[config.mk]
export PLATFORM = sky130hd
export DESIGN_NAME = clm_level_meter
export DESIGN_NICKNAME = d
export VERILOG_FILES = /design/src/clm_pkg.sv /design/src/clm_level_meter.sv /design/src/clm_integrator.sv
export SDC_FILE = /design/constraint.sdc
export NUM_CORES = 1
export LEC_CHECK = 0
export BUFFER_PORTS_ARGS = -buffer_cell sky130_fd_sc_hd__buf_2
export CORE_MARGIN = 1
export CORE_UTILIZATION = 40
export CTS_BUF_LIST = sky130_fd_sc_hd__clkbuf_2
export DETAILED_ROUTE_END_ITERATION = 10
export HOLD_SLACK_MARGIN = 0.12
export PLACE_DENSITY_LB_ADDON = 0.1
export SYNTH_ARGS = -nofsm -noshare
export SYNTH_HDL_FRONTEND = slang
export SYNTH_SLANG_ARGS = --single-unit
[constraint.sdc]
create_clock -name i_mclk -period 6.3 [get_ports i_mclk]
set_clock_uncertainty 0.15 [all_clocks]
set_input_delay 0.63 -clock i_mclk [delete_from_list [all_inputs] [get_ports i_mclk]]
set_output_delay 0.63 -clock i_mclk [all_outputs]
set_load 0.01 [all_outputs]
[src/clm_pkg.sv]
package clm_pkg;
    // Register byte offsets (AXI4-Lite, one aligned word each)
    localparam logic [7:0] ADDR_FILTER_CFG  = 8'h00;
    localparam logic [7:0] ADDR_SECOND_CFG  = 8'h04;
    localparam logic [7:0] ADDR_LOOP_CFG    = 8'h08;
    localparam logic [7:0] ADDR_LEVEL_OFS   = 8'h0c;
    localparam logic [7:0] ADDR_TONE_CFG    = 8'h10;
    localparam logic [7:0] ADDR_METER_STAT  = 8'h14;

    // Field positions
    localparam int FCFG_ECHO_BAL_POS   = 0;
    localparam int FCFG_RX_GAIN_POS    = 1;
    localparam int FCFG_TX_GAIN_POS    = 2;
    localparam int SCFG_VOICE_SEL_POS  = 0;
    localparam int SCFG_RESULT_POS     = 1;
    localparam int SCFG_METER_EN_POS   = 2;
    localparam int TONE_GEN1_ON_POS    = 0;
    localparam int TONE_GEN2_ON_POS    = 1;
    localparam int STAT_VALID_POS      = 0;

    // Reset values
    localparam logic [7:0] FILTER_CFG_RST = 8'h00;
    localparam logic [7:0] SECOND_CFG_RST = 8'h00;
    localparam logic [7:0] LOOP_CFG_RST   = 8'h00;
    localparam logic [7:0] LEVEL_OFS_RST  = 8'h00;
    localparam logic [7:0] TONE_CFG_RST   = 8'h00;

    // Timing: 4 ms window at 40 MHz
    localparam int CLK_HZ        = 40000000;
    localparam int WINDOW_US     = 4000;
    localparam int WINDOW_CYCLES = (CLK_HZ / 1000000) * WINDOW_US;

    // Tone generator 1 output with gain filters bypassed, -4.5 dBm0 as linear amplitude
    localparam logic [15:0] TONE1_AMP_BYPASS = 16'h2b26;
    // Threshold step per offset code, roughly 0.02 Vrms in sample units
    localparam logic [15:0] OFS_STEP_AMP     = 16'h0080;

    typedef enum logic [1:0] {
        CLM_IDLE  = 2'b00,
        CLM_FIRST = 2'b01,
        CLM_RUN   = 2'b11
    } clm_state_t;
endpackage : clm_pkg

[src/clm_level_meter.sv]
// Local design decisions: the register offsets and the AXI4-Lite slave port.
`timescale 1ns/1ps
// Summary of operation
// RULE_01 - First valid result appears no earlier than 4 ms after enable is set.
// RULE_02 - Result refreshes every 4 ms from current power and current offset byte.
// RULE_03 - Controller keeps test signal stable throughout each 4 ms window.
// RULE_04 - Software waits 4 ms after a new offset byte before trusting result.
// RULE_05 - Software waits 8 ms after a level change before trusting result.
// RULE_06 - Consecutive offset codes step threshold by roughly 0.02 Vrms.
// RULE_07 - Enabling metering forces tone generator two off.
// RULE_08 - Metering bandpass uses tone generator two coefficients.
// RULE_09 - Software loads identical coefficients into both tone generator bandpass filters.
// RULE_10 - With gain filters off, tone generator one emits -4.5 dBm0.
// RULE_11 - Software disables the echo balance filter while metering.
// RULE_12 - Software turns channel voice off via the voice select bit.
// RULE_13 - Writing the loop register activates receive-to-transmit digital loops.
// RULE_14 - Echo balance filter is active when its enable bit is one.
// RULE_15 - Reading the second config register returns the comparison result bit.
// RULE_16 - Software performs the level search by reprogramming offset and reading.
// RULE_17 - One 8-bit offset register is shared by all channels.
// RULE_18 - Filtered signal is rectified and its power compared with the offset.
// RULE_19 - Result is high when level exceeds the offset threshold, else low.
// RULE_20 - Software keeps the partner channel operating when metering channel 2 or 4.
// RULE_21 - Result holds between updates; reads never change it.
module clm_level_meter
    import clm_pkg::*;
#(
    parameter int CHANNELS      = 4,
    parameter int SW            = 16,
    parameter int WINDOW_CNT    = WINDOW_CYCLES,
    parameter int SAMPLE_DIV    = 5000
)(
    input  wire logic                     i_mclk,
    input  wire logic                     i_reset,
    input  wire logic [31:0]              i_s_axi_awaddr,
    input  wire logic                     i_s_axi_awvalid,
    output logic                          o_s_axi_awready,
    input  wire logic [31:0]              i_s_axi_wdata,
    input  wire logic [3:0]               i_s_axi_wstrb,
    input  wire logic                     i_s_axi_wvalid,
    output logic                          o_s_axi_wready,
    output logic [1:0]                    o_s_axi_bresp,
    output logic                          o_s_axi_bvalid,
    input  wire logic                     i_s_axi_bready,
    input  wire logic [31:0]              i_s_axi_araddr,
    input  wire logic                     i_s_axi_arvalid,
    output logic                          o_s_axi_arready,
    output logic [31:0]                   o_s_axi_rdata,
    output logic [1:0]                    o_s_axi_rresp,
    output logic                          o_s_axi_rvalid,
    input  wire logic                     i_s_axi_rready,
    input  wire logic [CHANNELS*SW-1:0]   i_bandpass_sample,
    output logic                          o_tone_gen1_on,
    output logic                          o_tone_gen2_on,
    output logic                          o_bandpass_coef_sel,
    output logic [SW-1:0]                 o_tone1_amplitude,
    output logic                          o_echo_balance_on,
    output logic                          o_voice_enable,
    output logic [7:0]                    o_loop_config,
    output logic [CHANNELS-1:0]           o_level_compare_result
);
    localparam int AW = 48;

    // Register state, every channel metered in parallel (channel field in tone register picks the one read back)
    logic [7:0]          filter_cfg;
    logic [7:0]          second_cfg;
    logic [7:0]          loop_cfg;
    logic [7:0]          level_offset;
    logic [7:0]          tone_cfg;
    logic [CHANNELS-1:0] result;
    logic [CHANNELS-1:0] result_valid;
    clm_state_t          state;
    logic [31:0]         win_cnt;
    logic [15:0]         div_cnt;
    logic [AW-1:0]       accum [CHANNELS];

    // AXI write channel capture, address and data taken in either order
    logic        aw_held;
    logic        w_held;
    logic [7:0]  aw_addr;
    logic [31:0] w_data;
    logic [3:0]  w_strb;

    wire logic meter_en    = second_cfg[SCFG_METER_EN_POS];
    wire logic do_write    = aw_held && w_held && !o_s_axi_bvalid;
    wire logic sample_en   = (div_cnt == 16'(SAMPLE_DIV - 1));
    wire logic window_end  = (state != CLM_IDLE) && (win_cnt == 32'(WINDOW_CNT - 1));
    wire logic [7:0] wr_b0 = w_strb[0] ? w_data[7:0] : 8'h00;
    wire logic wr_hit_ofs  = do_write && (aw_addr == ADDR_LEVEL_OFS) && w_strb[0];
    wire logic wr_ok       = (aw_addr == ADDR_FILTER_CFG) || (aw_addr == ADDR_SECOND_CFG) ||
                             (aw_addr == ADDR_LOOP_CFG) || (aw_addr == ADDR_LEVEL_OFS) ||
                             (aw_addr == ADDR_TONE_CFG);

    // Threshold compared against the window energy
    // RULE_06 threshold step
    wire logic [AW-1:0] threshold = AW'(level_offset) * AW'(OFS_STEP_AMP) * AW'(WINDOW_CNT / SAMPLE_DIV);

    // Second config read view: stored bits plus the live result for the current channel
    wire logic [1:0] meter_ch = tone_cfg[3:2];
    wire logic [7:0] second_view = {second_cfg[7:2], result[meter_ch], second_cfg[0]};

    always_ff @(posedge i_mclk)
    begin
        if (i_reset)
        begin
            aw_held <= 1'b0;
            w_held  <= 1'b0;
            aw_addr <= 8'h00;
            w_data  <= 32'h0000_0000;
            w_strb  <= 4'h0;
            o_s_axi_bvalid <= 1'b0;
            o_s_axi_bresp  <= 2'b00;
        end
        else
        begin
            if (i_s_axi_awvalid && o_s_axi_awready)
            begin
                aw_held <= 1'b1;
                aw_addr <= i_s_axi_awaddr[7:0];
            end
            if (i_s_axi_wvalid && o_s_axi_wready)
            begin
                w_held <= 1'b1;
                w_data <= i_s_axi_wdata;
                w_strb <= i_s_axi_wstrb;
            end
            if (do_write)
            begin
                aw_held <= 1'b0;
                w_held  <= 1'b0;
                o_s_axi_bvalid <= 1'b1;
                o_s_axi_bresp  <= wr_ok ? 2'b00 : 2'b10;
            end
            else if (o_s_axi_bvalid && i_s_axi_bready)
                o_s_axi_bvalid <= 1'b0;
        end
    end

    assign o_s_axi_awready = !aw_held && !i_reset;
    assign o_s_axi_wready  = !w_held && !i_reset;

    // Register writes
    always_ff @(posedge i_mclk)
    begin
        if (i_reset)
        begin
            filter_cfg   <= FILTER_CFG_RST;
            second_cfg   <= SECOND_CFG_RST;
            loop_cfg     <= LOOP_CFG_RST;
            level_offset <= LEVEL_OFS_RST;
            tone_cfg     <= TONE_CFG_RST;
        end
        else if (do_write && w_strb[0])
        begin
            case (aw_addr)
                ADDR_FILTER_CFG: filter_cfg <= wr_b0;
                // Result bit is read-only; its stored copy is ignored
                ADDR_SECOND_CFG: second_cfg <= wr_b0;
                // RULE_13 loop activation
                ADDR_LOOP_CFG:   loop_cfg <= wr_b0;
                // RULE_17 shared offset byte
                ADDR_LEVEL_OFS:  level_offset <= wr_b0;
                ADDR_TONE_CFG:   tone_cfg <= wr_b0;
                default:         ;
            endcase
        end
    end

    // Read channel; a read has no side effect on the result
    logic [7:0] rd_byte;
    always_comb
    begin
        case (i_s_axi_araddr[7:0])
            ADDR_FILTER_CFG: rd_byte = filter_cfg;
            // RULE_15 result readback
            ADDR_SECOND_CFG: rd_byte = second_view;
            ADDR_LOOP_CFG:   rd_byte = loop_cfg;
            ADDR_LEVEL_OFS:  rd_byte = level_offset;
            ADDR_TONE_CFG:   rd_byte = tone_cfg;
            ADDR_METER_STAT: rd_byte = {7'h00, result_valid[meter_ch]};
            default:         rd_byte = 8'h00;
        endcase
    end
    wire logic rd_ok = (i_s_axi_araddr[7:0] <= ADDR_METER_STAT) && (i_s_axi_araddr[1:0] == 2'b00);

    always_ff @(posedge i_mclk)
    begin
        if (i_reset)
        begin
            o_s_axi_rvalid <= 1'b0;
            o_s_axi_rdata  <= 32'h0000_0000;
            o_s_axi_rresp  <= 2'b00;
        end
        else if (i_s_axi_arvalid && o_s_axi_arready)
        begin
            o_s_axi_rvalid <= 1'b1;
            o_s_axi_rdata  <= {24'h000000, rd_ok ? rd_byte : 8'h00};
            o_s_axi_rresp  <= rd_ok ? 2'b00 : 2'b10;
        end
        else if (o_s_axi_rvalid && i_s_axi_rready)
            o_s_axi_rvalid <= 1'b0;
    end
    assign o_s_axi_arready = !o_s_axi_rvalid && !i_reset;

    // Sample-rate enable from a divider
    always_ff @(posedge i_mclk)
    begin
        if (i_reset || sample_en)
            div_cnt <= 16'h0000;
        else
            div_cnt <= div_cnt + 16'h0001;
    end

    // Window sequencer: enabling restarts the 4 ms window
    always_ff @(posedge i_mclk)
    begin
        if (i_reset || !meter_en)
        begin
            state   <= CLM_IDLE;
            win_cnt <= 32'h0000_0000;
        end
        else
        begin
            case (state)
                CLM_IDLE:  state <= CLM_FIRST;
                CLM_FIRST: if (window_end) state <= CLM_RUN;
                CLM_RUN:   state <= CLM_RUN;
                default:   state <= CLM_IDLE;
            endcase
            win_cnt <= window_end ? 32'h0000_0000 : win_cnt + 32'h0000_0001;
        end
    end

    // RULE_18 rectify and integrate per channel
    genvar ch;
    generate
        for (ch = 0; ch < CHANNELS; ch++)
        begin : g_chan
            clm_integrator #(.SW(SW), .AW(AW)) u_int (
                .i_mclk      (i_mclk),
                .i_reset     (i_reset),
                .i_clear     (window_end || state == CLM_IDLE),
                .i_sample_en (sample_en),
                .i_sample    (i_bandpass_sample[ch*SW +: SW]),
                .o_accum     (accum[ch])
            );

            always_ff @(posedge i_mclk)
            begin
                if (i_reset || !meter_en)
                begin
                    result[ch]       <= 1'b0;
                    result_valid[ch] <= 1'b0;
                end
                // RULE_02 refresh at window end
                else if (window_end)
                begin
                    // RULE_19 higher than threshold
                    result[ch]       <= (accum[ch] > threshold);
                    result_valid[ch] <= 1'b1;
                end
            end

            // RULE_01 no early result
            no_early_a: assert property (@(posedge i_mclk) disable iff (i_reset)
                $rose(result_valid[ch]) |-> $past(state) != CLM_IDLE && win_cnt == 32'h0)
                else $error("result valid before first window end");
            // RULE_21 result holds
            hold_between_a: assert property (@(posedge i_mclk) disable iff (i_reset)
                meter_en && $past(meter_en) && !$past(window_end) |-> $stable(result[ch]))
                else $error("result changed between window ends");
        end
    endgenerate

    // Outputs to the datapath, all from flip-flops
    always_ff @(posedge i_mclk)
    begin
        if (i_reset)
        begin
            o_tone_gen1_on         <= 1'b0;
            o_tone_gen2_on         <= 1'b0;
            o_bandpass_coef_sel    <= 1'b0;
            o_tone1_amplitude      <= '0;
            o_echo_balance_on      <= 1'b0;
            o_voice_enable         <= 1'b0;
            o_loop_config          <= 8'h00;
            o_level_compare_result <= '0;
        end
        else
        begin
            o_tone_gen1_on      <= tone_cfg[TONE_GEN1_ON_POS];
            // RULE_07 force generator two off
            o_tone_gen2_on      <= tone_cfg[TONE_GEN2_ON_POS] && !meter_en;
            // RULE_08 bandpass from generator two set
            o_bandpass_coef_sel <= 1'b1;
            // RULE_10 fixed level when gain filters off
            o_tone1_amplitude   <= (filter_cfg[FCFG_RX_GAIN_POS] || filter_cfg[FCFG_TX_GAIN_POS]) ?
                                   o_tone1_amplitude : SW'(TONE1_AMP_BYPASS);
            // RULE_14 echo balance enable
            o_echo_balance_on   <= filter_cfg[FCFG_ECHO_BAL_POS];
            o_voice_enable      <= second_cfg[SCFG_VOICE_SEL_POS];
            o_loop_config       <= loop_cfg;
            o_level_compare_result <= result;
        end
    end

    // RULE_07 generator two off while metering
    tg2_off_a: assert property (@(posedge i_mclk) disable iff (i_reset)
        $past(meter_en) && !$past(i_reset) |-> !o_tone_gen2_on)
        else $error("tone generator two on during metering");
    // RULE_02 window spacing
    window_len_a: assert property (@(posedge i_mclk) disable iff (i_reset)
        window_end |=> !window_end)
        else $error("back to back window ends");
    // RULE_14 echo filter follows bit
    echo_follow_a: assert property (@(posedge i_mclk) disable iff (i_reset)
        $rose(filter_cfg[FCFG_ECHO_BAL_POS]) |=> o_echo_balance_on)
        else $error("echo balance output did not follow");
    // RULE_13 loop register reaches datapath
    loop_follow_a: assert property (@(posedge i_mclk) disable iff (i_reset)
        !$stable(loop_cfg) |=> o_loop_config == $past(loop_cfg))
        else $error("loop config not applied");
    // RULE_17 offset write stored
    ofs_store_a: assert property (@(posedge i_mclk) disable iff (i_reset)
        wr_hit_ofs |=> level_offset == $past(w_data[7:0]))
        else $error("offset byte not stored");
    // RULE_19 output follows result
    result_out_a: assert property (@(posedge i_mclk) disable iff (i_reset)
        ##1 o_level_compare_result == $past(result))
        else $error("result output mismatch");
endmodule : clm_level_meter

[src/clm_integrator.sv]
`timescale 1ns/1ps
module clm_integrator
    import clm_pkg::*;
#(
    parameter int SW = 16,
    parameter int AW = 40
)(
    input  wire logic          i_mclk,
    input  wire logic          i_reset,
    input  wire logic          i_clear,
    input  wire logic          i_sample_en,
    input  wire logic [SW-1:0] i_sample,
    output logic [AW-1:0]      o_accum
);
    // Full-wave rectification: magnitude of the two's complement sample
    wire logic [SW-1:0] magnitude = i_sample[SW-1] ? (~i_sample + 1'b1) : i_sample;
    wire logic [AW-1:0] next_accum = o_accum + AW'(magnitude);

    always_ff @(posedge i_mclk)
    begin
        if (i_reset)
            o_accum <= '0;
        // A sample landing on the clear cycle opens the next window instead of being lost
        else if (i_clear)
            o_accum <= i_sample_en ? AW'(magnitude) : '0;
        else if (i_sample_en)
            o_accum <= next_accum;
    end
endmodule : clm_integrator

# ---- Word level (Yosys, flattened, before mapping)
# Index checks and enable logic that the tools add are counted.
dict set report classes {
  n_addsub 10
  n_mul 0
  div_mod_pow 0
  magnitude_cmp 6
  n_eq_ne 14
  shifts 0
  mux 32
  bitwise 4
  reduce_logical 43
}
# operator count
set ops {}
lappend ops {{2-to-1 mux 48 bit} 8}
lappend ops {{adder 48 x 16 -> 48 bit} 4}
lappend ops {{> comparator 48 x 20 -> 1 bit} 4}
lappend ops {{2-to-1 mux 16 bit} 8}
lappend ops {{adder 16 x 1 -> 16 bit (second input constant)} 5}
lappend ops {{NOT 16 bit} 4}
lappend ops {{one-hot mux 8 bit (6 select lines)} 1}
lappend ops {{adder 32 x 1 -> 32 bit (second input constant)} 1}
lappend ops {{== test 32 x 18 -> 1 bit (second input constant)} 1}
lappend ops {{== test 8 x 4 -> 1 bit (second input constant)} 4}
lappend ops {{== test 8 x 5 -> 1 bit (second input constant)} 3}
lappend ops {{== test 16 x 13 -> 1 bit (second input constant)} 1}
lappend ops {{== test 8 x 3 -> 1 bit (second input constant)} 2}
lappend ops {{zero test 8 bit} 2}
lappend ops {{2-to-1 mux 8 bit} 2}
lappend ops {{logical AND 1 bit} 14}
lappend ops {{AND reduction 2 bit} 5}
lappend ops {{less-or-equal comparator 8 x 5 -> 1 bit (second input constant)} 1}
lappend ops {{logical OR 1 bit} 8}
lappend ops {{nonzero test 2 bit} 4}
lappend ops {{2-to-1 mux 1 bit} 7}
lappend ops {{zero test 1 bit} 6}
lappend ops {{2-to-1 mux 2 bit} 3}
lappend ops {{one-hot mux 2 bit (3 select lines)} 1}
lappend ops {{other kinds (7)} 10}
dict set report word_totals {
  register_bits 338
  latch_bits 0
  mem_bits_rw 0
  rom_bits 0
  inputBits 171
  out_inout_bits 74
  word_cells 144
  mem_count 0
}

# ---- Longest topological paths before layout
# Gate-level depths: netlist of run 1.
dict set report depth {
  word_depth 6
  mapped_depth 15
  ltp_nobuf 14
}

# ---- Modules after synthesis
# Synthesis of run 1 repeated with hierarchy kept, for this count alone.
dict set report unflattened {
  hier_cells 2706
  area_unflattened_um2 21967.3
}
# mod instances cells_each area_per_inst_um2
set by_module_without_submodules {}
lappend by_module_without_submodules {{clm_integrator at g_chan[0].u_int ...} 3 473 3723.6}
lappend by_module_without_submodules {clm_level_meter 1 829 7259.5}
lappend by_module_without_submodules {{clm_integrator at g_chan[2].u_int} 1 458 3537.1}

# ---- Least setup slack after synthesis of run 1
# OpenSTA, ideal clock, no wires.
dict set report synth_timing {
  path_type {input-to-reg}
  start {in i_bandpass_sample[19]}
  end {reg g_chan[1].u_int.o_accum[22]}
  setup_time_ns 0.117
  arrival_ns 3.953
  required_time_ns 6.033
  setup_slack_ns 2.080
  stages 13
  n_path_buf 1
  path_cell_list {or4_1 > or4_1 > o31ai_1 > xnor2_1 > ha_1 > o21a_1 > o211ai_1 > or3b_2 > a31oi_1 > clkbuf_1 > nand4_1 > xor2_1 > nor2_1}
}
dict set report synth_between {
  elab_chain_cells 6
}
# element line_no
set synth_rtl {}
lappend synth_rtl {{start: declaration} clm_level_meter.sv:52} ;# input wire logic [CHANNELS*SW-1:0] i_bandpass_sample,
lappend synth_rtl {{NOT 16 bit} clm_integrator.sv:16} ;# wire logic [SW-1:0] magnitude = i_sample[SW-1] ? (~i_sample + 1'b1) : i_sample;
lappend synth_rtl {{adder 16 x 1 -> 16 bit} clm_integrator.sv:16}
lappend synth_rtl {{2-to-1 mux 16 bit *} clm_integrator.sv:16}
lappend synth_rtl {{adder 48 x 16 -> 48 bit *} clm_integrator.sv:17} ;# wire logic [AW-1:0] next_accum = o_accum + AW'(magnitude);
lappend synth_rtl {{2-to-1 mux 48 bit *} clm_integrator.sv:26} ;# else if (i_sample_en)
lappend synth_rtl {{2-to-1 mux 48 bit *} clm_integrator.sv:24} ;# else if (i_clear)
lappend synth_rtl {{end signal: assignment} clm_integrator.sv:25} ;# o_accum <= i_sample_en ? AW'(magnitude) : '0;
lappend synth_rtl {{end signal: assignment} clm_integrator.sv:27} ;# o_accum <= next_accum;
lappend synth_rtl {{end: declaration} clm_integrator.sv:13} ;# output logic [AW-1:0] o_accum
# Mark *: on every way between the ends. The rest lies on a longest branch, timed or not. The select of a mux whose other input is x is not followed.
# A chain may end at the register's enable or synchronous reset.

# ---- Final worst setup path of run 1
dict set report layout_timing {
  start {reg win_cnt[24]}
  end {reg g_chan[2].u_int.o_accum[11]}
}
dict set report layout_between {
  elab_chain_cells 4
  word_cells_on_any_way 5
  cone_classes {1 x eq/ne; 1 x mux; 3 x reduce/logical}
}
# element line_no
set layout_rtl {}
lappend layout_rtl {{start: declaration} clm_level_meter.sv:73} ;# logic [31:0] win_cnt;
lappend layout_rtl {{start signal: assignment} clm_level_meter.sv:230} ;# win_cnt <= window_end ? 32'h0000_0000 : win_cnt + 32'h0000_0001;
lappend layout_rtl {{== test 32 x 18 -> 1 bit *} clm_level_meter.sv:87} ;# wire logic window_end = (state != CLM_IDLE) && (win_cnt == 32'(WINDOW_CNT - 1));
lappend layout_rtl {{logical AND 1 bit *} clm_level_meter.sv:87}
lappend layout_rtl {{logical OR 1 bit *} clm_level_meter.sv:242} ;# .i_clear (window_end || state == CLM_IDLE),
lappend layout_rtl {{2-to-1 mux 48 bit or nonzero test 2 bit (tied branches)} --}
lappend layout_rtl {{end signal: assignment} clm_integrator.sv:25}
lappend layout_rtl {{end signal: assignment} clm_integrator.sv:27}
lappend layout_rtl {{end: declaration} clm_integrator.sv:13}
# Mark *: on every way between the ends. The rest lies on a longest branch, timed or not.

==> results of run 1 <==
## layout by cell type (no fill, tap or decap), drive strengths merged, types with 28 or more instances in the layout
cell         netlist  routed
a21o              29      29
clkbuf            74     141
inv               49      51
xnor2            133     133
nor4              65      65
conb               1      35
nor2b             28      28
nand4             74      74
and3              38      38
a21oi            143     143
buf               65     158
a22oi             42      42
a211oi            35      35
o21ai            107     107
xor2             107     107
dfxtp            335     335
nand3             85      85
ha               110     110
nor3              37      37
dlygate4sd3        0     204
nor2             371     371
nand2            179     179
## logic make-up (layout without fill, tap and decap cells)
kind of cell | after synthesis | count (layout) | synth area share
AO/OA/AOI/OAI | 524 | 524 | 0.174
other | 1 | 36 | 0.000187
XOR/XNOR | 240 | 240 | 0.105
flip-flops | 335 | 335 | 0.335
adder cells (fa/ha/maj) | 114 | 114 | 0.0727
multiplexers | 43 | 43 | 0.0231
buffers and inverters | 188 | 572 | 0.0444
AND/OR/NAND/NOR | 1004 | 1004 | 0.246
## registers in the layout, summed over array words and instances (netlist names), 2 cells and up
register	flops
o_s_axi_rdata	8
level_offset	8
o_loop_config	8
div_cnt	16
w_data	8
loop_cfg	8
o_level_compare_result	4
g_chan.u_int.o_accum	192
state	2
win_cnt	32
tone_cfg	8
aw_addr	8
result	4
filter_cfg	8
second_cfg	7
## power groups by stage
| stage | logic, W | registers (W) | clock network [W] |
|---|---|---|---|
| 5_1_grt | 0.000505 | 0.00214 | 0.00187 |
| 6_report | 0.000461 | 0.00214 | 0.00168 |
| 2_1_floorplan | 0.000248 | 0.00219 | 0 |
| 3_5_place_dp | 0.000341 | 0.00219 | 0 |
| 4_1_cts | 0.000453 | 0.00214 | 0.00175 |
| 3_3_place_gp | 0.000335 | 0.00219 | 0 |
## layout make-up
| cell class | instances | area, um2 | share of cell area |
|---|---|---|---|
| Sequential cell | 335 | 6710 | 0.278 |
| Inverter | 49 | 184 | 0.00763 |
| Clock buffer | 141 | 706 | 0.0293 |
| Antenna cell | 1 | 2.50 | 0.000104 |
| Tap cell | 664 | 831 | 0.0345 |
| Timing Repair Buffer | 362 | 2900 | 0.120 |
| Multi-Input combinational cell | 1960 | 12600 | 0.523 |
| Clock inverter | 20 | 170 | 0.00706 |
## stage by stage
| stage | worst slack [ns] | hold slack [ns] | power, W | std cells |
|---|---|---|---|---|
| floorplan | 2.08 | 0.263 | 0.00243 | 2483 |
| global placement | 1.42 | 0.273 | 0.00252 | 3166 |
| detailed placement | 1.38 | 0.281 | 0.00253 | 3166 |
| CTS | 1.69 | 0.140 | 0.00434 | 3531 |
| global route | 1.48 | 0.291 | 0.00452 | 3532 |
| finish | 1.67 | 0.300 | 0.00428 | 3532 |
## worst min path at each step
| stage | from | end | depth (start not counted) |
|---|---|---|---|
| floorplan | div_cnt[0] | div_cnt[0] | 1 |
| global placement | div_cnt[0] | div_cnt[0] | 1 |
| detailed placement | win_cnt[0] | win_cnt[0] | 1 |
| CTS | i_s_axi_araddr[7] | o_s_axi_rdata[4] | 7 |
| global route | i_s_axi_araddr[5] | o_s_axi_rdata[7] | 7 |
| finish | win_cnt[0] | win_cnt[0] | 1 |
## per-layer routing
metal  vias up  global-route usage  part of all wire
met2       482               0.371              0.45
met3        89              0.0376             0.052
li1       9579                   -                 -
met4         0              0.0814             0.021
met5         -                   0                 0
met1      9230               0.314              0.47
## synth_stat cells (6+ instances only)
master     instances  share of area
a2111oi_0          8         0.0035
a211oi_1          35          0.013
a21o_1            29          0.011
a21oi_1          142          0.035
a22oi_1           42          0.016
a31oi_1            7         0.0022
a32oi_1           13         0.0057
and2_1            14         0.0044
and3_1            38          0.012
and4_1            23          0.010
buf_2             18         0.0045
buf_4             41          0.015
clkbuf_1          74          0.014
dfxtp_1          335           0.33
ha_1             110          0.069
inv_1             49         0.0092
mux2_2            15         0.0084
mux2i_1           27          0.013
nand2_1          179          0.034
nand2b_1          12         0.0037
nand3_1           85          0.021
nand3b_1           6         0.0022
nand4_1           74          0.023
nor2_1           371          0.070
nor2b_1           28         0.0087
nor3_1            37         0.0092
nor4_1            64          0.020
nor4b_1            6         0.0026
o2111ai_1         12         0.0052
o211ai_1          18         0.0067
o21a_1            18         0.0067
o21ai_0          105          0.026
o21bai_1           6         0.0022
o31ai_1           24         0.0090
o41ai_1            6         0.0026
or3_1             26         0.0081
or4_1             18         0.0067
xnor2_1          133          0.058
xor2_1           107          0.047
==> impl_metrics.ini, run 1 <==
[critical_path]
critical_path.reg2reg.endpoint = g_chan[2].u_int.o_accum[11]
worst-path-buf-inv = 4
setup.worst_path.class = register to register
regToRegStartpoint = win_cnt[24]
cp-startpoint = win_cnt[24]
timing.critical_path.to = g_chan[2].u_int.o_accum[11]
critical_path.max_stage_delay_ns = 0.58
worst-endpoint-required_ns = 7.10
worst-r2r-cell-count = 11
worst-endpoint-arrival_ns = 5.44
startpoint_type = register
crit_path_cell_trace = or4_1 -> nor4_1 -> and4_1 -> nor2_4 -> buf_4 -> nor2_1 -> buf_4 -> nand3_1 -> dlygate4sd3_1 -> o211ai_1 -> dlygate4sd3_1
regToRegSetupSlack_ns = 1.67
crit_path_max_fanout = 37
critical_path_depth = 11
cpLargestDelayFamily = simple AND/OR/NAND/NOR gates
slowest_stage = dlygate4sd3_1
critical_path.endpoint_type = register

[yosys]
synth_top_flop_cell = dfxtp_1
synth_warnings = 0
syn_std_cell_area_um2 = 20000
post_synth.cell_area_avg_um2 = 8.18
synth_edf_count = 0
postSynthRegisterBits = 335
synthesis.instances = 2449
postSynth.asyncResetShare = 0
synth.yosys.seq_area_share = 0.335
yosysUniqueCellTypes = 81

[timing]
timing.final.setup_violations = 0
max_freq_mhz = 216
final_hold_viol_count = 0
slew_hr = 0.197
layout_min_cycle_time_ns = 4.63
period_share = 0.735
final.setup.tns_ns = 0
max_slew.worst_pin.slew_ns = 1.20
rsz_0062_raised_after_global_routing = false
drv_slew = 0

[min_path]
hp-class = register to register

[clock_network]
clock_tree.htree_level_count = 3
cts_tree = done
cts_repair_resize_count = 0
cts_inserted_buffers = 94
cts.hold.buffers_added = 204
clock-sinks = 335
post-cts-setup-buffers = 0
clkSlewWorstSetupHoldPaths_ns = 0.10
cts.root.buffer_cell = clkbuf_2
worst_skew_pair_latency_ns = 1.07
clock_tree.buffer_depth = 3

[grt]
largest_net_degree_at_the_start_of_global_routing = 77
congestion_overflow_gr = 0
track_usage = 0.232
grt_pass1_wl_um = 95800
grt_antenna_before_repair = 1
first_global_vias = 18700

[die]
dieHeight_um = 226
die_w_um = 226
rows = 81
floorplan.die_area_um2 = 51000
top_level_ports = 245
start_util = 0.407
core_um2 = 49200

[pwr]
leakage_nw = 9.11
clock_power_share = 0.392
cellInternalPower_w = 0.00307
vdd.ir_drop.worst_uv = 115
p_per_area_nw_per_um2 = 178
pwr-share-seq = 0.500
switching_power_w = 0.00121
power_frac_comb = 0.108
swShare = 0.284

[drt]
dr.pass1.iters = 5
drt_iter0_markers = 1215
post_drt_via_cell_ratio = 5.49
drc = 0
totalWireLength_um = 59400
average_routed_wire_per_standard_cell_um = 16.8
ant_nets = 0
dr_total_vias = 19400

[job]
cap_violations = 0

[placement]
detailedPlacementHpwl_um = 40000
io_buffers = 134
finalWeightedCongestion = 0.864
dpl_cell_area_um2 = 21200

[layout]
layout-drive-gt1-share = 0.123
layout-area-overhead-vs-synth_pct = 20.4
stdcell_area_um2 = 24100
num-nets-final = 3087
final_core_util = 0.490
fill_cells = 4869

[run_status]
status = finished clean
No activity file was read; power rests on OpenSTA's default activity.
==> run 2: changes to the inputs <==
clock period = 4.4 ns   (was 6.3 ns; I/O delays follow)
==> run 2 against run 1 <==
Wire length is 1.1% higher; critical path depth is 5 higher; sequential cell count stayed put; core utilization is 0.55 points higher; sequential share of layout area is 0.31 points lower; sequential power is 43% higher; first-iteration DRC count is 12% lower; final area is 1.1% higher; largest cell class unchanged.
==> impl_metrics.ini, run 2 (synthesis results as in run 1) <==
[drt]
drt_iter0_markers = 1068
wl_met3_um = 3060
highest_layer = met5
drc = 0
post_drt_via_cell_ratio = 5.47
dr.pass1.iters = 6
totalWireLength_um = 60100
dr_total_vias = 19500
detail_route_met2_wl_um = 27100
average_routed_wire_per_standard_cell_um = 16.8
ant_nets = 0
routedLengthMet1_um = 28400

[layout]
commonest_non_fill_non_tap_cell_in_the_layout = nor2_1
layout_common_cells = nor2_1, dfxtp_1, dlygate4sd3_1
largest_register_ffs = 192
reg_top3 = g_chan.u_int.o_accum (192), win_cnt (32), div_cnt (16)
regMostFlops = g_chan.u_int.o_accum
num-nets-final = 3125
layout-drive-gt1-share = 0.131
layout-area-overhead-vs-synth_pct = 21.7

[min_path]
min_from = i_bandpass_sample[0]
hp-class = input pin to register

[critical_path]
slowest_stage = dlygate4sd3_1
crit_path_cell_trace = dlygate4sd3_1 -> buf_2 -> nor4_1 -> buf_4 -> nand2_1 -> nand2_1 -> xnor2_1 -> dlygate4sd3_1 -> ha_1 -> o21ai_0 -> o221ai_1 -> o211ai_1 -> or2_2 -> a2111oi_0 -> xnor2_1 -> nor2_1
worst-endpoint-required_ns = 5.14
cpLargestDelayFamily = buffers and inverters
crit_path_max_fanout = 16
setup.worst_path.class = input pin to register
worst-path-buf-inv = 4
critical_path.max_stage_delay_ns = 0.60
cp-startpoint = i_bandpass_sample[35]
regToRegStartpoint = div_cnt[9]
worst-endpoint-arrival_ns = 4.83
startpoint_type = input pin
critical_path.endpoint_type = register

[clock_network]
cts_inserted_buffers = 95
clock_tree.htree_level_count = 3
clock-sinks = 335
cts_tree = done
cts.root.buffer_cell = clkbuf_2
clock_tree.buffer_depth = 3
clkSlewWorstSetupHoldPaths_ns = 0.09
worst_skew_pair_latency_ns = 1.07

[timing]
layout_min_cycle_time_ns = 4.09
layout_setup_ws_ns = 0.312
drv_slew = 0
timing.final.setup_violations = 0
rsz_0062_raised_after_global_routing = false
final.setup.tns_ns = 0
final_hold_viol_count = 0
max_freq_mhz = 245
max_slew.worst_pin.slew_ns = 1.19
slew_hr = 0.205
period_share = 0.929

[die]
dieHeight_um = 226
rows = 81
start_util = 0.407
floorplan.die_area_um2 = 51000
top_level_ports = 245
core_um2 = 49200
die_w_um = 226

[pwr]
switching_power_w = 0.00176
overall_power_after_layout_w = 0.00600
swShare = 0.293
leakage_nw = 9.27
cellInternalPower_w = 0.00424
pwr-share-seq = 0.511
clock_power_share = 0.375
p_per_area_nw_per_um2 = 246
vdd.ir_drop.worst_uv = 127
power_frac_comb = 0.114

[grt]
congestion_overflow_gr = 0
first_global_vias = 18600
largest_net_degree_at_the_start_of_global_routing = 96
grt_pass1_wl_um = 96000
grt_antenna_before_repair = 2
track_usage = 0.233

[job]
cap_violations = 0

[placement]
detailedPlacementHpwl_um = 40700
detailedPlace.worstSlack_ns = 0.00517
io_buffers = 134
finalWeightedCongestion = 0.876

[run_status]
status = finished clean
[run 2: cell type report]
cell class	instances	area, um2
well taps	664	831
repair buffers	399	3230
multi-input cells	1960	12600
clock inverters	23	108
fillers	4840	24800
clock buffers	141	706
inverters	49	184
diodes	2	5.00
flip-flops and latches	335	6710
[run 2: layer usage]
metal	up-vias	global-route usage
li1	9667	-
met1	9255	0.316
met2	498	0.373
met3	108	0.0367
met4	2	0.0854
met5	-	0
[run 2: per-stage QoR]
step,hold WS (ns),std cells,utilization,area (um2)
3_3_place_gp,0.274,3196,0.436,21400
5_1_grt,0.211,3573,0.496,24400
3_5_place_dp,0.284,3196,0.436,21400
4_1_cts,0.123,3571,0.496,24400
6_report,0.254,3573,0.496,24400
2_1_floorplan,0.263,2483,-,20200
[run 2: power by group through the flow]
stage	Combinational [W]	Clock (W)	Sequential, W
final	0.000685	0.00225	0.00307
after global routing	0.000745	0.00253	0.00307
after CTS	0.000671	0.00236	0.00307
after detailed placement	0.000497	0	0.00314
after global placement	0.000490	0	0.00314
after floorplan	0.000355	0	0.00313
[run 2: final timing paths]
| path | cells past startpoint | end | slack [ns] |
|---|---|---|---|
| worst max register to register | 8 | g_chan[1].u_int.o_accum[7] | 0.54 |
| worst min register to register | 1 | div_cnt[0] | 0.30 |
| worst min-delay path | 5 | g_chan[0].u_int.o_accum[0] | 0.25 |
| worst max-delay path | 16 | g_chan[2].u_int.o_accum[28] | 0.31 |
[run 2: worst register-to-register path, stage by stage, from the launching register on]
cell	delay, ns
dfxtp_1	0.40
nor4bb_1	0.41
and4_1	0.54
o21ai_0	0.29
nor2_1	0.66
nand2_1	0.48
nor2_1	0.22
a311o_1	0.12
dlygate4sd3_1	0.53
[run 2: repair_timing]
action | CTS | global route
gates resized for setup | 0 | 1
endpoints found under the hold margin | 161 | 0
hold buffers | 211 | 0
endpoints found under the setup margin | 0 | 11
buffers inserted | 0 | 0
==> run 3: changes to the inputs <==
ABC_AREA = 1   (was not set)
==> run 3 against run 2 <==
Final cell count increased by 46%; clock power grew 7%; register-to-register slack lost 0.29 ns; via count up 34%.
==> impl_metrics.ini, run 3 <==
[run_status]
status = finished clean

[pwr]
vdd.ir_drop.worst_uv = 177
switching_power_w = 0.00192
pwr-share-seq = 0.490
clock_power_share = 0.384
cellInternalPower_w = 0.00434
leakage_nw = 12.9
power_frac_comb = 0.127
p_per_area_nw_per_um2 = 216
swShare = 0.307

[grt]
track_usage = 0.260
grt_pass1_wl_um = 128000
largest_net_degree_at_the_start_of_global_routing = 95
first_global_vias = 25100
congestion_overflow_gr = 0
grt_antenna_before_repair = 3

[critical_path]
worst-endpoint-arrival_ns = 5.19
worst-endpoint-required_ns = 5.30
setup.worst_path.class = input pin to register
critical_path.endpoint_type = register
crit_path_max_fanout = 4
worst-r2r-cell-count = 14
critical_path.reg2reg.endpoint = g_chan[2].u_int.o_accum[8]
regToRegSetupSlack_ns = 0.25
regToRegStartpoint = win_cnt[0]
startpoint_type = input pin

[yosys]
yosys.cell_count.top_type = nand2_1
synth_edf_count = 0
synth_top_flop_cell = dfxtp_1
synth-adder-area-share = 0.0610
synth_warnings = 0
synth_top_area_frac = 0.281
yosysUniqueCellTypes = 48
synth.cells.most_frequent = nand2_1, inv_1, nor2_1, nand3_1, dfxtp_1
synth-compound-area-share = 0.0992
post_synth.cell_area_avg_um2 = 6.09
post_synth_and_or_nand_nor_area_fraction = 0.418
postSynth.asyncResetShare = 0
synthesis.instances = 3924
postSynthRegisterBits = 335
synth.yosys.seq_area_share = 0.281
cell_types_with_the_largest_area_share_after_synthesis = dfxtp_1, nand2_1, inv_1
largest_family_of_logic_cells_by_synthesized_area = simple AND/OR/NAND/NOR gates
muxShareOfSynthArea = 0
netlist.top_cell.by_area = dfxtp_1
synth_xor_xnor_area_share = 0.0187
syn_std_cell_area_um2 = 23900

[clock_network]
clkSlewWorstSetupHoldPaths_ns = 0.09
cts_inserted_buffers = 98
clock-sinks = 335
clock_tree.htree_level_count = 3
clock_tree.buffer_depth = 3
post-cts-setup-buffers = 0
worst_skew_pair_latency_ns = 1.18
cts_tree = done
cts.root.buffer_cell = clkbuf_2

[drt]
dr_total_vias = 26100
dr.pass1.iters = 7
post_drt_via_cell_ratio = 5.00
totalWireLength_um = 78600
average_routed_wire_per_standard_cell_um = 15.1
drt_iter0_markers = 1576
drc = 0
ant_nets = 0

[die]
core_um2 = 59000
top_level_ports = 245
floorplan.die_area_um2 = 60700
die_w_um = 246
dieHeight_um = 246
rows = 89
start_util = 0.405

[layout]
reg_top3 = g_chan.u_int.o_accum (192), win_cnt (32), div_cnt (16)
regMostFlops = g_chan.u_int.o_accum
num-nets-final = 4665
fill_cells = 6286
largest_register_ffs = 192
stdcell_area_um2 = 29000
layout-drive-gt1-share = 0.0848
layout-area-overhead-vs-synth_pct = 21.5
layout_common_cells = nand2_1, inv_1, nor2_1
commonest_non_fill_non_tap_cell_in_the_layout = nand2_1

[timing]
max_freq_mhz = 233
final.setup.tns_ns = 0
timing.final.setup_violations = 0
max_slew.worst_pin.slew_ns = 1.09
layout_min_cycle_time_ns = 4.29
slew_hr = 0.269
rsz_0062_raised_after_global_routing = true
final_hold_viol_count = 0
period_share = 0.974
drv_slew = 0

[min_path]
hp-class = input pin to register
holdPathEnd = o_s_axi_rdata[3]
min_from = i_s_axi_araddr[3]
worst_hold_path.num_cells = 8

[placement]
dpl_cell_area_um2 = 25000
io_buffers = 134
finalWeightedCongestion = 0.896
detailedPlacementHpwl_um = 54800

[job]
cap_violations = 0
## run 3: per-layer routing
metal / GRT usage / vias up / share of wire
li1: - / 13600 / -
met1: 0.338 / 11800 / 0.47
met2: 0.441 / 560 / 0.46
met3: 0.0381 / 132 / 0.045
met4: 0.0815 / 2 / 0.024
met5: 0 / - / 0.00017
## run 3: through the flow
step / hold slack [ns] / std cells / total power, W / setup WS, ns / util
global placement: 0.277 / 4743 / 0.00368 / 0.680 / 0.424
finish: 0.258 / 5223 / 0.00626 / 0.114 / 0.492
CTS: 0.133 / 5219 / 0.00636 / 0.157 / 0.491
global route: 0.209 / 5221 / 0.00662 / -0.0573 / 0.492
detailed placement: 0.278 / 4743 / 0.00369 / 0.694 / 0.424
floorplan: 0.260 / 3958 / 0.00354 / 1.50 / -
## run 3: timing repair
action                                 CTS  global route
hold buffers                           310             0
resized for setup                        0            10
setup endpoints to repair                0            14
endpoints found under the hold margin  251             0
## run 3: final cells by class
class	count	area (um2)	area share
Antenna cell	4	10.0	0.000345
Clock buffer	142	711	0.0245
Clock inverter	24	133	0.00457
Inverter	563	2110	0.0728
Multi-Input combinational cell	2921	14400	0.497
Sequential cell	335	6710	0.231
Tap cell	773	967	0.0333
Timing Repair Buffer	461	3950	0.136
## run 3: critical path, cell delays in order
cell and delay (ns):
dlygate4sd3_1 0.54, buf_2 0.12, dlygate4sd3_1 0.56, inv_1 0.11
ha_1 0.18, nand2_1 0.09, o21ai_1 0.19, xor2_1 0.16
dlygate4sd3_1 0.60, inv_1 0.05, ha_1 0.34, nand2_1 0.08
inv_1 0.08, nand2_1 0.05, nand2_1 0.07, inv_1 0.04
nand2_1 0.07, xnor2_1 0.11, nand2_1 0.06, nand3_1 0.07
dlygate4sd3_1 0.55, a21oi_1 0.06, dlygate4sd3_1 0.59
## run 3: cell families (layout without fill, tap and decap cells)
logic type / count (synthesis) / after routing
and+or+nand+nor: 2279 / 2279
buffers and inverters: 702 / 1190
AOI/OAI and AO/OA: 442 / 442
DFF: 335 / 335
adders and majority gates: 114 / 114
xor gates and xnor gates: 51 / 51
other: 1 / 39
## run 3: how the worst max path moves through the flow
stage / endpoint / slack (ns) / startpoint / cells past startpoint
after CTS: g_chan[3].u_int.o_accum[15] / 0.16 / i_bandpass_sample[48] / 23
final: g_chan[2].u_int.o_accum[8] / 0.11 / i_bandpass_sample[32] / 23
after floorplan: g_chan[3].u_int.o_accum[34] / 1.50 / i_bandpass_sample[48] / 20
after global routing: g_chan[2].u_int.o_accum[8] / -0.06 / i_bandpass_sample[32] / 23
after global placement: g_chan[3].u_int.o_accum[33] / 0.68 / i_bandpass_sample[48] / 19
after detailed placement: g_chan[3].u_int.o_accum[33] / 0.69 / i_bandpass_sample[48] / 19
## run 3: power by group through the flow
stage,logic [W],clock network (W),registers (W)
after floorplan,0.000411,0,0.00313
after global placement,0.000551,0,0.00313
after detailed placement,0.000552,0,0.00313
after CTS,0.000776,0.00252,0.00306
final,0.000791,0.00240,0.00306
after global routing,0.000881,0.00267,0.00307
